File: src/hw/ssd_pkg.sv
// Constants, types and register map of the start-up sequencer and range decoder.
// Assumes a 20 MHz system clock and an APB master on the register side.
// Notes on behaviour
// - main loop runs once every 7 ms; relay, pressure and solenoid checks and lever updates step on it; memory checks step every clock.
// - start-up runs on key to unlock or run, and after cranking.
// - relay energised only after memory, supply and pressure checks pass.
// - any failed check logs its code and enters limp-in at once.
// - crank input halts processing; start-up reruns when cranking ends with the key at run.
// - every writable memory word is pattern tested; failure logs code 17.
// - program memory checksum verified; failure logs code 16.
// - relay contacts must pass no current before energising; else code 14.
// - all three pressure switches must read open; else code 20.
// - relay closed then current checked; failure logs code 15.
// - each of four solenoid drivers checked; failures log codes 41 to 44.
// - after start-up clear working state, set lever to neutral, then run.
// - pressure checks suppressed for the first seconds of running.
// - four range circuits read as a code; a closed switch grounds it.
// - decoder gives P, R, N, D, 2, L, three transition codes or invalid.
// - R, P, N, first transition and D map straight to R, N or D.
// - 2, L, other transition and invalid codes follow hydraulic mode; in drive, transition and invalid codes also use current lever.
// - engine speed recomputed on every direct speed pulse.
// - direct engine speed is used for control, never the network value.
// - network engine speed only confirms the direct measurement.
package ssd_pkg;
  // ----------------------------------------
  // Timing
  // ----------------------------------------
  localparam int unsigned CLK_HZ = 20_000_000;
  localparam int unsigned LOOP_US = 7000;
  localparam int unsigned LOOP_CYC = CLK_HZ / 1_000_000 * LOOP_US;
  localparam int unsigned SUPP_MS = 2000;
  localparam int unsigned SUPP_LOOPS = SUPP_MS * 1000 / LOOP_US;
  localparam int unsigned SETTLE_LOOPS = 2;
  localparam int unsigned RAM_WORDS = 16;
  // ----------------------------------------
  // Fault codes and sticky bit positions
  // ----------------------------------------
  localparam logic [7:0] FC_RELAY_STUCK = 8'h0e;
  localparam logic [7:0] FC_RELAY_DEAD = 8'h0f;
  localparam logic [7:0] FC_ROM = 8'h10;
  localparam logic [7:0] FC_RAM = 8'h11;
  localparam logic [7:0] FC_PRESS = 8'h14;
  localparam logic [7:0] FC_SOL0 = 8'h29;
  localparam int FB_RELAY_STUCK = 0;
  localparam int FB_RELAY_DEAD = 1;
  localparam int FB_ROM = 2;
  localparam int FB_RAM = 3;
  localparam int FB_PRESS = 4;
  localparam int FB_SOL0 = 5;
  localparam int FAULT_W = 9;
  // ----------------------------------------
  // Memory test data
  // ----------------------------------------
  localparam logic [63:0] ROM_IMG = 64'hf0debc9a78563412;
  localparam logic [7:0] ROM_SUM = 8'h38;
  localparam logic [7:0] PAT_A = 8'h55;
  localparam logic [7:0] PAT_B = 8'haa;
  // ----------------------------------------
  // Register map
  // ----------------------------------------
  localparam logic [7:0] REG_CTRL = 8'h00;
  localparam logic [7:0] REG_STATUS = 8'h04;
  localparam logic [7:0] REG_FAULT = 8'h08;
  localparam logic [7:0] REG_LASTCODE = 8'h0c;
  localparam logic [7:0] REG_LEVER = 8'h10;
  localparam logic [7:0] REG_ENG = 8'h14;
  localparam logic [7:0] REG_NET = 8'h18;
  localparam logic [15:0] NET_RST = 16'h0000;
  localparam logic [15:0] ENG_RST = 16'hffff;
  // ----------------------------------------
  // Types
  // ----------------------------------------
  typedef enum logic [3:0] {
    ST_IDLE = 4'h0, ST_RAM = 4'h1, ST_ROM = 4'h3, ST_ROPEN = 4'h2,
    ST_PRESS = 4'h6, ST_RCLOSE = 4'h7, ST_SOL = 4'h5, ST_INIT = 4'h4,
    ST_RUN = 4'hc, ST_LIMP = 4'hd, ST_HALT = 4'hf
  } ssd_state_t;
  typedef enum logic [3:0] {
    RC_P = 4'h0, RC_R = 4'h1, RC_N = 4'h2, RC_D = 4'h3, RC_2 = 4'h4,
    RC_L = 4'h5, RC_TRN1 = 4'h6, RC_TRN2 = 4'h7, RC_TRN3 = 4'h8, RC_INV = 4'hf
  } ssd_range_t;
  typedef enum logic [2:0] {
    LV_N = 3'h0, LV_R = 3'h1, LV_D = 3'h2, LV_2 = 3'h3, LV_L = 3'h4
  } ssd_lever_t;
  typedef enum logic [1:0] {
    HM_NEUTRAL = 2'h0, HM_REVERSE = 2'h1, HM_DRIVE = 2'h2
  } ssd_hyd_t;
  typedef struct packed {
    logic key_acc;
    logic key_run;
    logic crank;
    logic relay_sense;
    logic [2:0] press_closed;
    logic [3:0] sol_ok;
    logic [3:0] range_n;
    logic eng_pulse;
  } ssd_pins_t;
endpackage

File: src/hw/ssd_sync.sv
// Three-stage pin synchroniser with agreement filter.
// Assumes asynchronous pin levels; output moves only when stages two and three agree.
`timescale 1ns/10ps
module ssd_sync #(
  parameter int W = 16
) (
  input wire logic clk_sys,
  input wire logic srst,
  input wire logic [W-1:0] din,
  output logic [W-1:0] dout
);
  logic [W-1:0] s1_r;
  logic [W-1:0] s2_r;
  logic [W-1:0] s3_r;

  always_ff @(posedge clk_sys)
  begin
    if (srst)
    begin
      s1_r <= '0;
      s2_r <= '0;
      s3_r <= '0;
      dout <= '0;
    end
    else
    begin
      s1_r <= din;
      s2_r <= s1_r;
      s3_r <= s2_r;
      // Hold while the two late stages disagree
      dout <= (s2_r & s3_r) | (dout & (s2_r | s3_r));
    end
  end
endmodule

File: src/hw/ssd_range.sv
// Range switch decoder and lever position screen, purely combinational.
// Assumes synchronised active-low circuits and a hydraulic mode from speed-ratio logic.
`timescale 1ns/10ps
module ssd_range (
  input wire logic [3:0] range_n,
  input wire logic [2:0] press_closed,
  input ssd_pkg::ssd_hyd_t ratio_mode,
  input ssd_pkg::ssd_lever_t lever_cur,
  output ssd_pkg::ssd_range_t code,
  output ssd_pkg::ssd_lever_t lever_nxt
);
  logic [3:0] closed;
  ssd_pkg::ssd_hyd_t hyd;

  assign closed = ~range_n;

  always_comb
  begin
    case (closed)
      4'hc: code = ssd_pkg::RC_P;
      4'h3: code = ssd_pkg::RC_R;
      4'h6: code = ssd_pkg::RC_N;
      4'h1: code = ssd_pkg::RC_D;
      4'h2: code = ssd_pkg::RC_2;
      4'h8: code = ssd_pkg::RC_L;
      4'h4: code = ssd_pkg::RC_TRN1;
      4'h0: code = ssd_pkg::RC_TRN2;
      4'h9: code = ssd_pkg::RC_TRN3;
      default: code = ssd_pkg::RC_INV;
    endcase
  end

  // Pressure on a forward circuit overrides a neutral ratio reading
  always_comb
  begin
    hyd = ratio_mode;
    if (ratio_mode == ssd_pkg::HM_NEUTRAL && press_closed[2:1] != 2'b00)
      hyd = ssd_pkg::HM_DRIVE;
  end

  always_comb
  begin
    case (code)
      ssd_pkg::RC_R: lever_nxt = ssd_pkg::LV_R;
      ssd_pkg::RC_P, ssd_pkg::RC_N, ssd_pkg::RC_TRN1: lever_nxt = ssd_pkg::LV_N;
      ssd_pkg::RC_D: lever_nxt = ssd_pkg::LV_D;
      default:
      begin
        // Screened codes follow the hydraulic mode actually established
        case (hyd)
          ssd_pkg::HM_REVERSE: lever_nxt = ssd_pkg::LV_R;
          ssd_pkg::HM_DRIVE:
          begin
            if (code == ssd_pkg::RC_2)
              lever_nxt = ssd_pkg::LV_2;
            else if (code == ssd_pkg::RC_L)
              lever_nxt = ssd_pkg::LV_L;
            else if (lever_cur == ssd_pkg::LV_N || lever_cur == ssd_pkg::LV_R)
              lever_nxt = ssd_pkg::LV_D;
            else
              lever_nxt = lever_cur;
          end
          default: lever_nxt = ssd_pkg::LV_N;
        endcase
      end
    endcase
  end
endmodule

File: src/hw/ssd_top.sv
// Start-up self-test sequencer with range decode and engine speed capture.
// Assumes pins from outside the clock domain and an APB master for registers.
//
// The APB interface to the registers and the register offsets were decided locally.
`timescale 1ns/10ps
module ssd_top #(
  parameter int LOOP_CYCLES = ssd_pkg::LOOP_CYC,
  parameter int SUPP_LOOPS = ssd_pkg::SUPP_LOOPS,
  parameter int SETTLE_LOOPS = ssd_pkg::SETTLE_LOOPS,
  parameter int RAM_DEPTH = ssd_pkg::RAM_WORDS
) (
  input wire logic clk_sys,
  input wire logic srst,
  input ssd_pkg::ssd_pins_t pins,
  input ssd_pkg::ssd_hyd_t ratio_mode,
  input wire logic psel,
  input wire logic penable,
  input wire logic pwrite,
  input wire logic [7:0] paddr,
  input wire logic [31:0] pwdata,
  output logic [31:0] prdata,
  output logic pready,
  output logic pslverr,
  output logic relay_drive,
  output logic limp_mode,
  output logic loop_tick,
  output logic work_clear,
  output logic press_chk_en,
  output ssd_pkg::ssd_lever_t lever_position_output,
  output ssd_pkg::ssd_range_t decoded_range_code,
  output logic [15:0] eng_period
);
  // ----------------------------------------
  // Parameter checks
  // ----------------------------------------
  if (LOOP_CYCLES < 2 || LOOP_CYCLES > 262143)
  begin : g_chk_loop
    $error("LOOP_CYCLES out of range");
  end
  if (RAM_DEPTH < 2 || RAM_DEPTH > 256 || SUPP_LOOPS > 65535 || SETTLE_LOOPS < 1)
  begin : g_chk_misc
    $error("Unsupported depth or loop count");
  end

  localparam int AW = $clog2(RAM_DEPTH);

  // ----------------------------------------
  // Pin capture
  // ----------------------------------------
  ssd_pkg::ssd_pins_t pin_s;
  ssd_sync #(.W($bits(ssd_pkg::ssd_pins_t))) u_sync (
    .clk_sys(clk_sys),
    .srst(srst),
    .din(pins),
    .dout(pin_s)
  );

  // ----------------------------------------
  // Main loop pacing
  // ----------------------------------------
  logic [17:0] loop_cnt_r;
  always_ff @(posedge clk_sys)
  begin
    if (srst || work_clear)
      loop_cnt_r <= '0;
    else if (loop_cnt_r == 18'(LOOP_CYCLES - 1))
      loop_cnt_r <= '0;
    else
      loop_cnt_r <= loop_cnt_r + 18'h1;
  end
  assign loop_tick = (loop_cnt_r == 18'(LOOP_CYCLES - 1));

  // ----------------------------------------
  // Start triggers
  // ----------------------------------------
  logic key_on;
  logic key_on_q_r;
  logic crank_q_r;
  logic soft_start;
  logic start_req;
  assign key_on = pin_s.key_acc | pin_s.key_run;
  always_ff @(posedge clk_sys)
  begin
    if (srst)
    begin
      key_on_q_r <= 1'b0;
      crank_q_r <= 1'b0;
    end
    else
    begin
      key_on_q_r <= key_on;
      crank_q_r <= pin_s.crank;
    end
  end
  assign start_req = (key_on & ~key_on_q_r)
                   | (crank_q_r & ~pin_s.crank & pin_s.key_run)
                   | (soft_start & key_on);

  // ----------------------------------------
  // Sequencer
  // ----------------------------------------
  ssd_pkg::ssd_state_t st_r;
  logic [AW-1:0] ram_addr_r;
  logic [1:0] ram_ph_r;
  logic [7:0] ram_mem [RAM_DEPTH];
  logic [2:0] rom_idx_r;
  logic [7:0] rom_sum_r;
  logic [1:0] sol_idx_r;
  logic [15:0] wait_r;
  logic fail;
  logic [7:0] fail_code;
  localparam int FAULT_W_L = ssd_pkg::FAULT_W;
  logic [FAULT_W_L-1:0] fail_bits;

  function automatic logic [7:0] rom_word(input logic [2:0] i);
    rom_word = ssd_pkg::ROM_IMG[{i, 3'b000} +: 8];
  endfunction

  // Failure decision for the current step
  always_comb
  begin
    fail = 1'b0;
    fail_code = 8'h00;
    fail_bits = '0;
    case (st_r)
      ssd_pkg::ST_RAM:
      begin
        if (ram_ph_r[0] && ram_mem[ram_addr_r] != (ram_ph_r[1] ? ssd_pkg::PAT_B : ssd_pkg::PAT_A))
        begin
          fail = 1'b1;
          fail_code = ssd_pkg::FC_RAM;
          fail_bits[ssd_pkg::FB_RAM] = 1'b1;
        end
      end
      ssd_pkg::ST_ROM:
      begin
        if (rom_idx_r == 3'h7 && 8'(rom_sum_r + rom_word(rom_idx_r)) != ssd_pkg::ROM_SUM)
        begin
          fail = 1'b1;
          fail_code = ssd_pkg::FC_ROM;
          fail_bits[ssd_pkg::FB_ROM] = 1'b1;
        end
      end
      ssd_pkg::ST_ROPEN:
      begin
        if (loop_tick && pin_s.relay_sense)
        begin
          fail = 1'b1;
          fail_code = ssd_pkg::FC_RELAY_STUCK;
          fail_bits[ssd_pkg::FB_RELAY_STUCK] = 1'b1;
        end
      end
      ssd_pkg::ST_PRESS:
      begin
        if (loop_tick && pin_s.press_closed != 3'b000)
        begin
          fail = 1'b1;
          fail_code = ssd_pkg::FC_PRESS;
          fail_bits[ssd_pkg::FB_PRESS] = 1'b1;
        end
      end
      ssd_pkg::ST_RCLOSE:
      begin
        if (loop_tick && wait_r == 16'h0000 && !pin_s.relay_sense)
        begin
          fail = 1'b1;
          fail_code = ssd_pkg::FC_RELAY_DEAD;
          fail_bits[ssd_pkg::FB_RELAY_DEAD] = 1'b1;
        end
      end
      ssd_pkg::ST_SOL:
      begin
        if (loop_tick && !pin_s.sol_ok[sol_idx_r])
        begin
          fail = 1'b1;
          fail_code = ssd_pkg::FC_SOL0 + {6'h00, sol_idx_r};
          fail_bits[ssd_pkg::FB_SOL0 + 32'(sol_idx_r)] = 1'b1;
        end
      end
      default:
      begin
        fail = 1'b0;
      end
    endcase
  end

  always_ff @(posedge clk_sys)
  begin
    if (srst)
      st_r <= ssd_pkg::ST_IDLE;
    else if (pin_s.crank)
      st_r <= ssd_pkg::ST_HALT;
    else if (!key_on)
      st_r <= ssd_pkg::ST_IDLE;
    else if (start_req)
      st_r <= ssd_pkg::ST_RAM;
    else if (fail)
      st_r <= ssd_pkg::ST_LIMP;
    else
    begin
      case (st_r)
        ssd_pkg::ST_RAM:
          if (ram_ph_r == 2'h3 && ram_addr_r == AW'(RAM_DEPTH - 1))
            st_r <= ssd_pkg::ST_ROM;
        ssd_pkg::ST_ROM:
          if (rom_idx_r == 3'h7)
            st_r <= ssd_pkg::ST_ROPEN;
        ssd_pkg::ST_ROPEN:
          if (loop_tick)
            st_r <= ssd_pkg::ST_PRESS;
        ssd_pkg::ST_PRESS:
          if (loop_tick)
            st_r <= ssd_pkg::ST_RCLOSE;
        ssd_pkg::ST_RCLOSE:
          if (loop_tick && wait_r == 16'h0000)
            st_r <= ssd_pkg::ST_SOL;
        ssd_pkg::ST_SOL:
          if (loop_tick && sol_idx_r == 2'h3)
            st_r <= ssd_pkg::ST_INIT;
        ssd_pkg::ST_INIT:
          st_r <= ssd_pkg::ST_RUN;
        default:
          st_r <= st_r;
      endcase
    end
  end

  // Memory test walk: write A, check A, write B, check B per word
  always_ff @(posedge clk_sys)
  begin
    if (srst || st_r != ssd_pkg::ST_RAM)
    begin
      ram_addr_r <= '0;
      ram_ph_r <= 2'h0;
    end
    else
    begin
      ram_ph_r <= ram_ph_r + 2'h1;
      if (ram_ph_r == 2'h3)
        ram_addr_r <= ram_addr_r + AW'(1);
    end
  end

  always_ff @(posedge clk_sys)
  begin
    if (st_r == ssd_pkg::ST_RAM && !ram_ph_r[0])
      ram_mem[ram_addr_r] <= ram_ph_r[1] ? ssd_pkg::PAT_B : ssd_pkg::PAT_A;
  end

  always_ff @(posedge clk_sys)
  begin
    if (srst || st_r != ssd_pkg::ST_ROM)
    begin
      rom_idx_r <= 3'h0;
      rom_sum_r <= 8'h00;
    end
    else
    begin
      rom_idx_r <= rom_idx_r + 3'h1;
      rom_sum_r <= 8'(rom_sum_r + rom_word(rom_idx_r));
    end
  end

  always_ff @(posedge clk_sys)
  begin
    if (srst || st_r != ssd_pkg::ST_RCLOSE)
      wait_r <= 16'(SETTLE_LOOPS - 1);
    else if (loop_tick && wait_r != 16'h0000)
      wait_r <= wait_r - 16'h1;
  end

  always_ff @(posedge clk_sys)
  begin
    if (srst || st_r != ssd_pkg::ST_SOL)
      sol_idx_r <= 2'h0;
    else if (loop_tick)
      sol_idx_r <= sol_idx_r + 2'h1;
  end

  // Relay only after earlier checks; dropped on crank, fault or key off
  assign relay_drive = (st_r == ssd_pkg::ST_RCLOSE) || (st_r == ssd_pkg::ST_SOL)
                    || (st_r == ssd_pkg::ST_INIT) || (st_r == ssd_pkg::ST_RUN);
  assign limp_mode = (st_r == ssd_pkg::ST_LIMP);
  assign work_clear = (st_r == ssd_pkg::ST_INIT);

  // ----------------------------------------
  // Pressure check hold-off
  // ----------------------------------------
  logic [15:0] supp_r;
  always_ff @(posedge clk_sys)
  begin
    if (srst || work_clear)
      supp_r <= 16'(SUPP_LOOPS);
    else if (st_r == ssd_pkg::ST_RUN && loop_tick && supp_r != 16'h0000)
      supp_r <= supp_r - 16'h1;
  end
  assign press_chk_en = (st_r == ssd_pkg::ST_RUN) && (supp_r == 16'h0000);

  // ----------------------------------------
  // Range decode and lever position
  // ----------------------------------------
  ssd_pkg::ssd_lever_t lever_nxt;
  ssd_range u_range (
    .range_n(pin_s.range_n),
    .press_closed(pin_s.press_closed),
    .ratio_mode(ratio_mode),
    .lever_cur(lever_position_output),
    .code(decoded_range_code),
    .lever_nxt(lever_nxt)
  );
  always_ff @(posedge clk_sys)
  begin
    if (srst || work_clear)
      lever_position_output <= ssd_pkg::LV_N;
    else if (loop_tick && (st_r == ssd_pkg::ST_RUN || st_r == ssd_pkg::ST_LIMP))
      lever_position_output <= lever_nxt;
  end

  // ----------------------------------------
  // Engine speed from the direct pulse
  // ----------------------------------------
  logic eng_q_r;
  logic [15:0] eng_cnt_r;
  logic [15:0] net_period_r;
  logic eng_bad;
  always_ff @(posedge clk_sys)
  begin
    if (srst)
      eng_q_r <= 1'b0;
    else
      eng_q_r <= pin_s.eng_pulse;
  end
  always_ff @(posedge clk_sys)
  begin
    if (srst || work_clear)
    begin
      eng_cnt_r <= 16'h0000;
      eng_period <= ssd_pkg::ENG_RST;
    end
    else if (pin_s.eng_pulse && !eng_q_r)
    begin
      eng_period <= eng_cnt_r;
      eng_cnt_r <= 16'h0000;
    end
    else if (eng_cnt_r != 16'hffff)
      eng_cnt_r <= eng_cnt_r + 16'h1;
  end
  // Network value only cross-checks; it never drives eng_period
  always_comb
  begin
    if (net_period_r == 16'h0000)
      eng_bad = 1'b0;
    else if (eng_period > net_period_r)
      eng_bad = (eng_period - net_period_r) > {2'b00, net_period_r[15:2]};
    else
      eng_bad = (net_period_r - eng_period) > {2'b00, net_period_r[15:2]};
  end

  // ----------------------------------------
  // APB slave
  // ----------------------------------------
  logic wr_en;
  logic [FAULT_W_L-1:0] fault_r;
  logic [7:0] last_code_r;
  assign wr_en = psel & penable & pwrite;
  assign pready = 1'b1;
  assign soft_start = wr_en && paddr == ssd_pkg::REG_CTRL && pwdata[0];

  always_ff @(posedge clk_sys)
  begin
    if (srst)
      net_period_r <= ssd_pkg::NET_RST;
    else if (wr_en && paddr == ssd_pkg::REG_NET)
      net_period_r <= pwdata[15:0];
  end

  // Sticky faults: a new failure wins over a write-one clear
  always_ff @(posedge clk_sys)
  begin
    if (srst)
    begin
      fault_r <= '0;
      last_code_r <= 8'h00;
    end
    else
    begin
      if (wr_en && paddr == ssd_pkg::REG_FAULT)
        fault_r <= (fault_r & ~pwdata[FAULT_W_L-1:0]) | fail_bits;
      else
        fault_r <= fault_r | fail_bits;
      if (fail)
        last_code_r <= fail_code;
    end
  end

  function automatic logic mapped(input logic [7:0] a);
    mapped = a == ssd_pkg::REG_CTRL || a == ssd_pkg::REG_STATUS
          || a == ssd_pkg::REG_FAULT || a == ssd_pkg::REG_LASTCODE
          || a == ssd_pkg::REG_LEVER || a == ssd_pkg::REG_ENG || a == ssd_pkg::REG_NET;
  endfunction

  assign pslverr = psel & penable & ~mapped(paddr);

  always_ff @(posedge clk_sys)
  begin
    if (srst)
      prdata <= 32'h0000_0000;
    else if (psel && !penable && !pwrite)
    begin
      case (paddr)
        ssd_pkg::REG_STATUS:
          prdata <= {22'h000000, eng_bad, press_chk_en, st_r == ssd_pkg::ST_RUN,
                     relay_drive, limp_mode, 1'b0, st_r};
        ssd_pkg::REG_FAULT: prdata <= {23'h000000, fault_r};
        ssd_pkg::REG_LASTCODE: prdata <= {24'h000000, last_code_r};
        ssd_pkg::REG_LEVER:
          prdata <= {25'h0000000, lever_position_output, decoded_range_code};
        ssd_pkg::REG_ENG: prdata <= {16'h0000, eng_period};
        ssd_pkg::REG_NET: prdata <= {16'h0000, net_period_r};
        default: prdata <= 32'h0000_0000;
      endcase
    end
  end
endmodule

File: config.mk
export PLATFORM = sky130hd
export DESIGN_NAME = ssd_top
export DESIGN_NICKNAME = d
export VERILOG_FILES = /design/src/hw/ssd_pkg.sv /design/src/hw/ssd_sync.sv /design/src/hw/ssd_range.sv /design/src/hw/ssd_top.sv
export SDC_FILE = /design/constraint.sdc
export NUM_CORES = 1
export LEC_CHECK = 0
export ABC_AREA = 0
export BUFFER_PORTS_ARGS = -buffer_cell sky130_fd_sc_hd__buf_2
export CORE_ASPECT_RATIO = 1.4
export CORE_MARGIN = 3
export CORE_UTILIZATION = 48
export CTS_CLUSTER_SIZE = 14
export DETAILED_ROUTE_END_ITERATION = 16
export PLACE_DENSITY = 0.69
export SLEW_MARGIN = 20
export SYNTH_ARGS = -nofsm -noshare
export SYNTH_HDL_FRONTEND = slang
export SYNTH_SLANG_ARGS = --single-unit
export TNS_END_PERCENT = 20
File: constraint.sdc
create_clock -name clk_sys -period 3.9 [get_ports clk_sys]
set_input_delay 0.39 -clock clk_sys [delete_from_list [all_inputs] [get_ports clk_sys]]
set_output_delay 0.39 -clock clk_sys [all_outputs]
set_load 0.03 [all_outputs]
### Word-level counts from Yosys, hierarchy flattened

Memories as Yosys holds them, arrays and structs flattened. A register that Yosys moved wholly into a read port is not among the register bits.
Cells that the tools add are included.

| storage, ports and cells | value |
|---|---|
| word-level logic and storage cells | 224 |
| memories kept | 2 |
| ROM bits | 64 |
| bits in writable memories | 128 |
| bits in registers | 240 |
| output and inout port bits | 62 |

Memories:

| memory | words | width | rd ports | clocked after memory_dff | write ports | line | text |
|---|---|---|---|---|---|---|---|
| ram_mem | 16 | 8 | 1 | 1 | 1 | ssd_top.sv:105 | `logic [7:0] ram_mem [RAM_DEPTH];` |
| (no name shown) | 16 | 4 | 1 | 0 | 0 | ssd_range.sv:19 | `case (closed)` |

| operators by class | value |
|---|---|
| mux-type cells | 51 |
| bitwise logic cells | 22 |
| shifts and indexed selects | 1 |
| reductions and logical operators | 62 |
| magnitude comparators | 6 |
| add/sub/neg operators | 13 |
| equality and inequality tests | 44 |

Operators with widths:

| kind | number |
|---|---|
| $pmux W16 S6 | 1 |
| $shiftx A64 B7 Y8 const A | 1 |
| $mux W4 | 15 |
| $logic_not A16 Y1 | 3 |
| $pmux W7 S6 | 1 |
| $ne A6 B5 Y1 const B | 6 |
| $and A16 B16 Y16 | 2 |
| $gt A16 B14 Y1 | 2 |
| $or A16 B16 Y16 | 2 |
| $reduce_bool A16 Y1 | 2 |
| $sub A16 B1 Y16 const B | 2 |
| $sub A16 B16 Y16 | 2 |
| $eq A4 B3 Y1 const B | 7 |
| $pmux W4 S7 | 1 |
| $eq A8 B5 Y1 const B | 3 |
| $logic_and A1 B1 Y1 | 24 |
| $add A18 B1 Y18 const B | 1 |
| $eq A18 B18 Y1 const B | 1 |
| $mux W9 | 2 |
| $or A9 B9 Y9 | 2 |
| $add A16 B1 Y16 const B | 1 |
| $eq A4 B2 Y1 const B | 4 |
| $eq A8 B4 Y1 const B | 2 |
| $gt A16 B16 Y1 | 1 |
| other kinds (54) | 111 |

### Longest topological paths before layout

| logic depth | value |
|---|---|
| depth after elaboration | 10 |
| mapped depth | 20 |
| mapped depth without buffers | 20 |

### Modules after synthesis

Synthesis repeated with hierarchy kept, for this count alone.

| unflattened totals | value |
|---|---|
| cell total of the unflattened synthesis | 1,490 |
| area, all modules | 13,576.8 sq um |

Modules (own cells, without submodules):

| module | cells an instance | sequential area each (sq um) | area an instance (sq um) | instances |
|---|---|---|---|---|
| ssd_top | 1,284 | 4,184.0 | 11,262.1 | 1 |
| ssd_sync | 167 | 1,281.2 | 2,050.7 | 1 |
| ssd_range | 39 | 0.0 | 264.0 | 1 |

### Least setup slack after synthesis

OpenSTA, ideal clock, no wires.

| timing path | value |
|---|---|
| kind | register -> register |
| start point | register eng_period[1] |
| end point | register prdata[9] |
| path buffers | 0 |
| cell stages (with the launch flop) | 19 |
| path slack | -0.044 ns |
| data required time | 3.765 ns |
| arrival | 3.809 ns |
| cells stage by stage | dfxtp_1 > inv_1 > fa_1 > a21o_1 > a21oi_1 > nor4b_1 > o21a_1 > o21ai_0 > nand2b_1 > a221oi_1 > xnor2_1 > ha_1 > and4_1 > nand3_1 > or3_1 > o31ai_1 > nand4_1 > a2111oi_0 > a311oi_1 |

| on the way | value |
|---|---|
| cells in the longest elaborated chain, start to end | 5 |
| elaborated cells on any way between the ends | 8 |
| those cells by class | add/sub (2); order compare (3); mux (3) |

Ends and longest elaborated chain:

| what | line | text |
|---|---|---|
| start: declaration | ssd_top.sv:31 | `output logic [15:0] eng_period` |
| start signal: assignment | ssd_top.sv:338 | `eng_period <= ssd_pkg::ENG_RST;` |
| start signal: assignment | ssd_top.sv:342 | `eng_period <= eng_cnt_r;` |
| $sub A16 B16 Y16 (on tied branches) | ssd_top.sv:356, ssd_top.sv:354 |  |
| $gt A16 B14 Y1 (on tied branches) | ssd_top.sv:356, ssd_top.sv:354 |  |
| $mux W1 * | ssd_top.sv:353 | `else if (eng_period > net_period_r)` |
| $mux W1 * | ssd_top.sv:351 | `if (net_period_r == 16'h0000)` |
| $pmux W16 S6 * | ssd_top.sv:410 | `case (paddr)` |
| end signal: assignment | ssd_top.sv:412 | `prdata <= {22'h000000, eng_bad, press_chk_en, st_r == ssd_pkg::ST_RUN,` |
| end signal: assignment | ssd_top.sv:414 | `ssd_pkg::REG_FAULT: prdata <= {23'h000000, fault_r};` |
| end signal: assignment | ssd_top.sv:415 | `ssd_pkg::REG_LASTCODE: prdata <= {24'h000000, last_code_r};` |
| end: declaration | ssd_top.sv:21 | `output logic [31:0] prdata,` |

Mark *: on every way between the ends. The rest lies on a longest branch, timed or not.
A chain may end at the register's enable or synchronous reset.

### Final worst setup path

Ends and elaborated chain as after synthesis.

==> impl_metrics.tcl <==
set metrics [dict create \
    outcome "complete, no violations" \
    top_level_ports 125 \
    ys.warnings.count 0 \
    initial_core_util_pct 49.13 \
    powerDensity_mw_per_mm2 350.7 \
    row_count 70 \
    timing.setup.critical_path_class "register to register" \
    post-place-cells 1902 \
    hold_slack_ps 63.14 \
    nFillCells 2397 \
    route.final.wire_length_um 33400 \
    fraction_of_final_layout_cells_with_drive_strength_greater_than_1_pct 15.74 \
    ys_dominant_reg_cell "dfxtp_1" \
    floorplan.core_area_mm2 0.02636 \
    buffer_ports.inserted 91 \
    tritoncts "built" \
    maxCapViolCount 0 \
    clock_sink_count 257 \
    synthesis.instances 1462 \
    final_util_pct 56.49 \
    multi_input_area_mm2 0.006993 \
    totalNegativeSetupSlack_ps 0 \
    min_cycle_time_layout_ps 3739 \
    fin_worst_skew_ps 27.75 \
    dpl-instance-area_mm2 0.01395 \
    irDropWorstVdd_uv 302.1 \
    antenna_left 0 \
    drv_slew 0 \
    path_clk_slew_ps 70 \
    crit_path_end_kind "register" \
    detailedPlace.worstSlack_ps -324.3 \
    cts_inserted_buffers 25 \
    die-height_um 200.4 \
    cts.hold.buffers_added 0 \
    hold_path_class "input pin to register" \
    num-nets-final 1726 \
    stdcell_count 1955 \
    drt-initial-drc-count 863 \
    report.power.total_mw 5.223 \
    antenna_cells_inserted 0 \
    register_area_mm2 0.005469 \
    grt_pass1_wl_um 52270 \
    min-delay-start "pins[4]" \
    buffer_type_at_the_clock_tree_root "clkbuf_16" \
    place_hpwl_um 25170 \
    grtUsageTotal_pct 22.26 \
    grt_setup_unrepaired "yes" \
    count_of_state_elements_after_synthesis 257 \
    synthesis.area_per_instance_um2 8.859 \
    area_growth_synth_to_finish_pct 14.97 \
    vias_in_the_first_global_route 10260 \
    tightestPinTransition_ps 1052 \
    post-route-worst-setup-slack_ps 160.6 \
    gp_congestion 0.9052 \
    timing.final.crit_share_pct 95.88 \
    ctsHtreeMaxLevel 1 \
    cts.path.max_buffers 3 \
    worstSetupStartpointType "register" \
    crit-reg2reg-launch "eng_period[1]" \
    proportion_of_synthesized_chip_area_in_sequential_cells_pct 42.19 \
    drt-wirelength-per-cell_um 17.09 \
    static_leakage_nw 5.816 \
    stdcell_area_mm2 0.01489 \
    drc 0 \
    die-width_um 144.8 \
    worst-r2r-setup-slack_ps 160 \
    ys_async_sr_fraction_pct 0 \
    first_pass_iters 7 \
    maxClockFrequency_ghz 0.2674 \
    finalHoldViolations 0 \
    design.die.area_mm2 0.02902 \
    largest_net_degree_at_the_start_of_global_routing 81 \
    via_to_cell_ratio 5.523 \
    clkLatencyLatePin_ps 530 \
    worst-r2r-cell-count 19 \
    timing.final.setup_violations 0 \
    antenna_found_initial 0 \
    globalRoute.totalOverflow 0 \
    worst_hold_path.num_cells 2 \
    critPathArrivalTime_ps 4150 \
    critPathRequiredTime_ps 4310 \
    worst_hold_end "u_sync.s1_r[4]" \
    via_count 10798 \
    slew_headroom_pct 29.54 \
    syn_area_mm2 0.01295 \
    worst_r2r_endpoint "prdata[9]" \
    critPathMaxFanout 3 \
    synth_enable_flop_cells 32 \
    ys_types 83 \
]
registers in the layout (all words and copies together) (netlist names), 6 cells and up, named ones only:
name	count
loop_cnt_r	18
prdata	16
rom_sum_r	7
net_period_r	16
u_sync.dout	16
eng_cnt_r	16
supp_r	16
u_sync.s3_r	16
ram_mem	32
u_sync.s1_r	16
last_code_r	6
fault_r	9
wait_r	16
eng_period	16
u_sync.s2_r	16
per-layer routing:
layer	vias to the layer above	global-route usage, %	part of all wire, %
met5	-	0	0
met4	0	11.93	6.3
met3	104	2.723	5.4
met2	347	38.77	49
met1	5030	26.11	39
li1	5317	-	-
worst max path at each step:
| stage | from | end | slack [ps] | cells after the start |
|---|---|---|---|---|
| final | eng_period[1] | prdata[9] | 160 | 19 |
| after global routing | eng_period[0] | prdata[9] | -40 | 18 |
| after CTS | eng_period[1] | prdata[9] | 4 | 19 |
| after detailed placement | eng_period[1] | prdata[9] | -320 | 20 |
| after global placement | eng_period[1] | prdata[9] | -270 | 20 |
| after floorplan | eng_period[2] | prdata[9] | 60 | 19 |
report_power, final:
part           switching (mW)  leakage, nW  internal, mW
registers              0.0220         2.13          2.71
clock network           0.997        0.377          1.30
logic                   0.136         3.31        0.0665
total                    1.16         5.82          4.07
kinds of logic (layout without fill, tap and decap cells):
logic type	Yosys count	count (layout)	synth area share [%]
AOI/OAI and AO/OA	288	288	14.37
xor gates and xnor gates	83	83	5.612
adders and majority gates	85	85	8.385
buffers and inverters	151	269	5.052
DFF	257	257	42.19
muxes	15	15	2.058
other	2	17	0.05798
and+or+nand+nor	581	581	22.27
Yosys cell counts, types with 11 or more instances:
master    count  area, um2
a21o_1       19      142.6
a21oi_1      98      490.5
a222oi_1     11      110.1
a22oi_1      13      97.59
a31oi_1      13      81.33
and3_1       11      68.82
buf_4        19      142.6
clkbuf_1     54      202.7
dfxtp_1     225       4504
edfxtp_1     32      960.9
ha_1         82       1026
inv_1        68      255.2
nand2_1     150      563.0
nand2b_1     16      100.1
nand3_1      40      200.2
nand4_1      25      156.4
nor2_1      162      608.1
nor2b_1      62      387.9
nor3_1       37      185.2
nor4_1       13      81.33
o211ai_1     18      135.1
o21ai_0      55      275.3
or3_1        14      87.58
xnor2_1      48      420.4
xor2_1       35      306.5
worst max-delay path, stage by stage (launching register included):
cell and delay (ps):
dfxtp_2 320, inv_1 80, ha_1 320, nor2b_1 150, o31a_1 290, nor2_4 160, o21ai_2 100, a21oi_2 150
o21bai_1 80, a21oi_1 180, xnor2_1 170, ha_1 280, a21oi_1 140, nor2_1 80, a2111oi_2 270, nor2_1 80
o31ai_2 290, nand4_1 150, a2111oi_2 270, a311oi_1 80
cells in the final DEF (no fill, tap or decap), types with 13 or more instances in the layout:
| master | count |
|---|---|
| o21ai_0 | 52 |
| or3_1 | 14 |
| buf_4 | 66 |
| a21oi_1 | 94 |
| dfxtp_1 | 222 |
| clkbuf_16 | 25 |
| a21o_1 | 19 |
| ha_1 | 81 |
| a31oi_1 | 13 |
| a22oi_1 | 13 |
| nand2_1 | 150 |
| nor3_1 | 37 |
| nand2b_1 | 16 |
| nor2_1 | 161 |
| inv_1 | 66 |
| o211ai_1 | 18 |
| nand3_1 | 40 |
| nand4_1 | 25 |
| edfxtp_1 | 32 |
| nor4_1 | 13 |
| nor2b_1 | 61 |
| conb_1 | 17 |
| buf_2 | 90 |
| xnor2_1 | 48 |
| xor2_1 | 35 |
area by class of cell:
cell class | instances | share of cell area, %
Clock inverter | 14 | 0.6722
Sequential cell | 257 | 36.72
Clock buffer | 30 | 4.529
Tap cell | 360 | 3.025
Timing Repair Buffer | 156 | 6.352
Inverter | 69 | 1.739
Multi-Input combinational cell | 1069 | 46.96
timing repair:
action	4_1_cts	5_1_grt
buffers inserted	10	0
gates resized for setup	12	16
hold endpoints to repair	0	0
endpoints found under the setup margin	1	1
pin swaps	12	17
(Power assumes the default switching activity.)
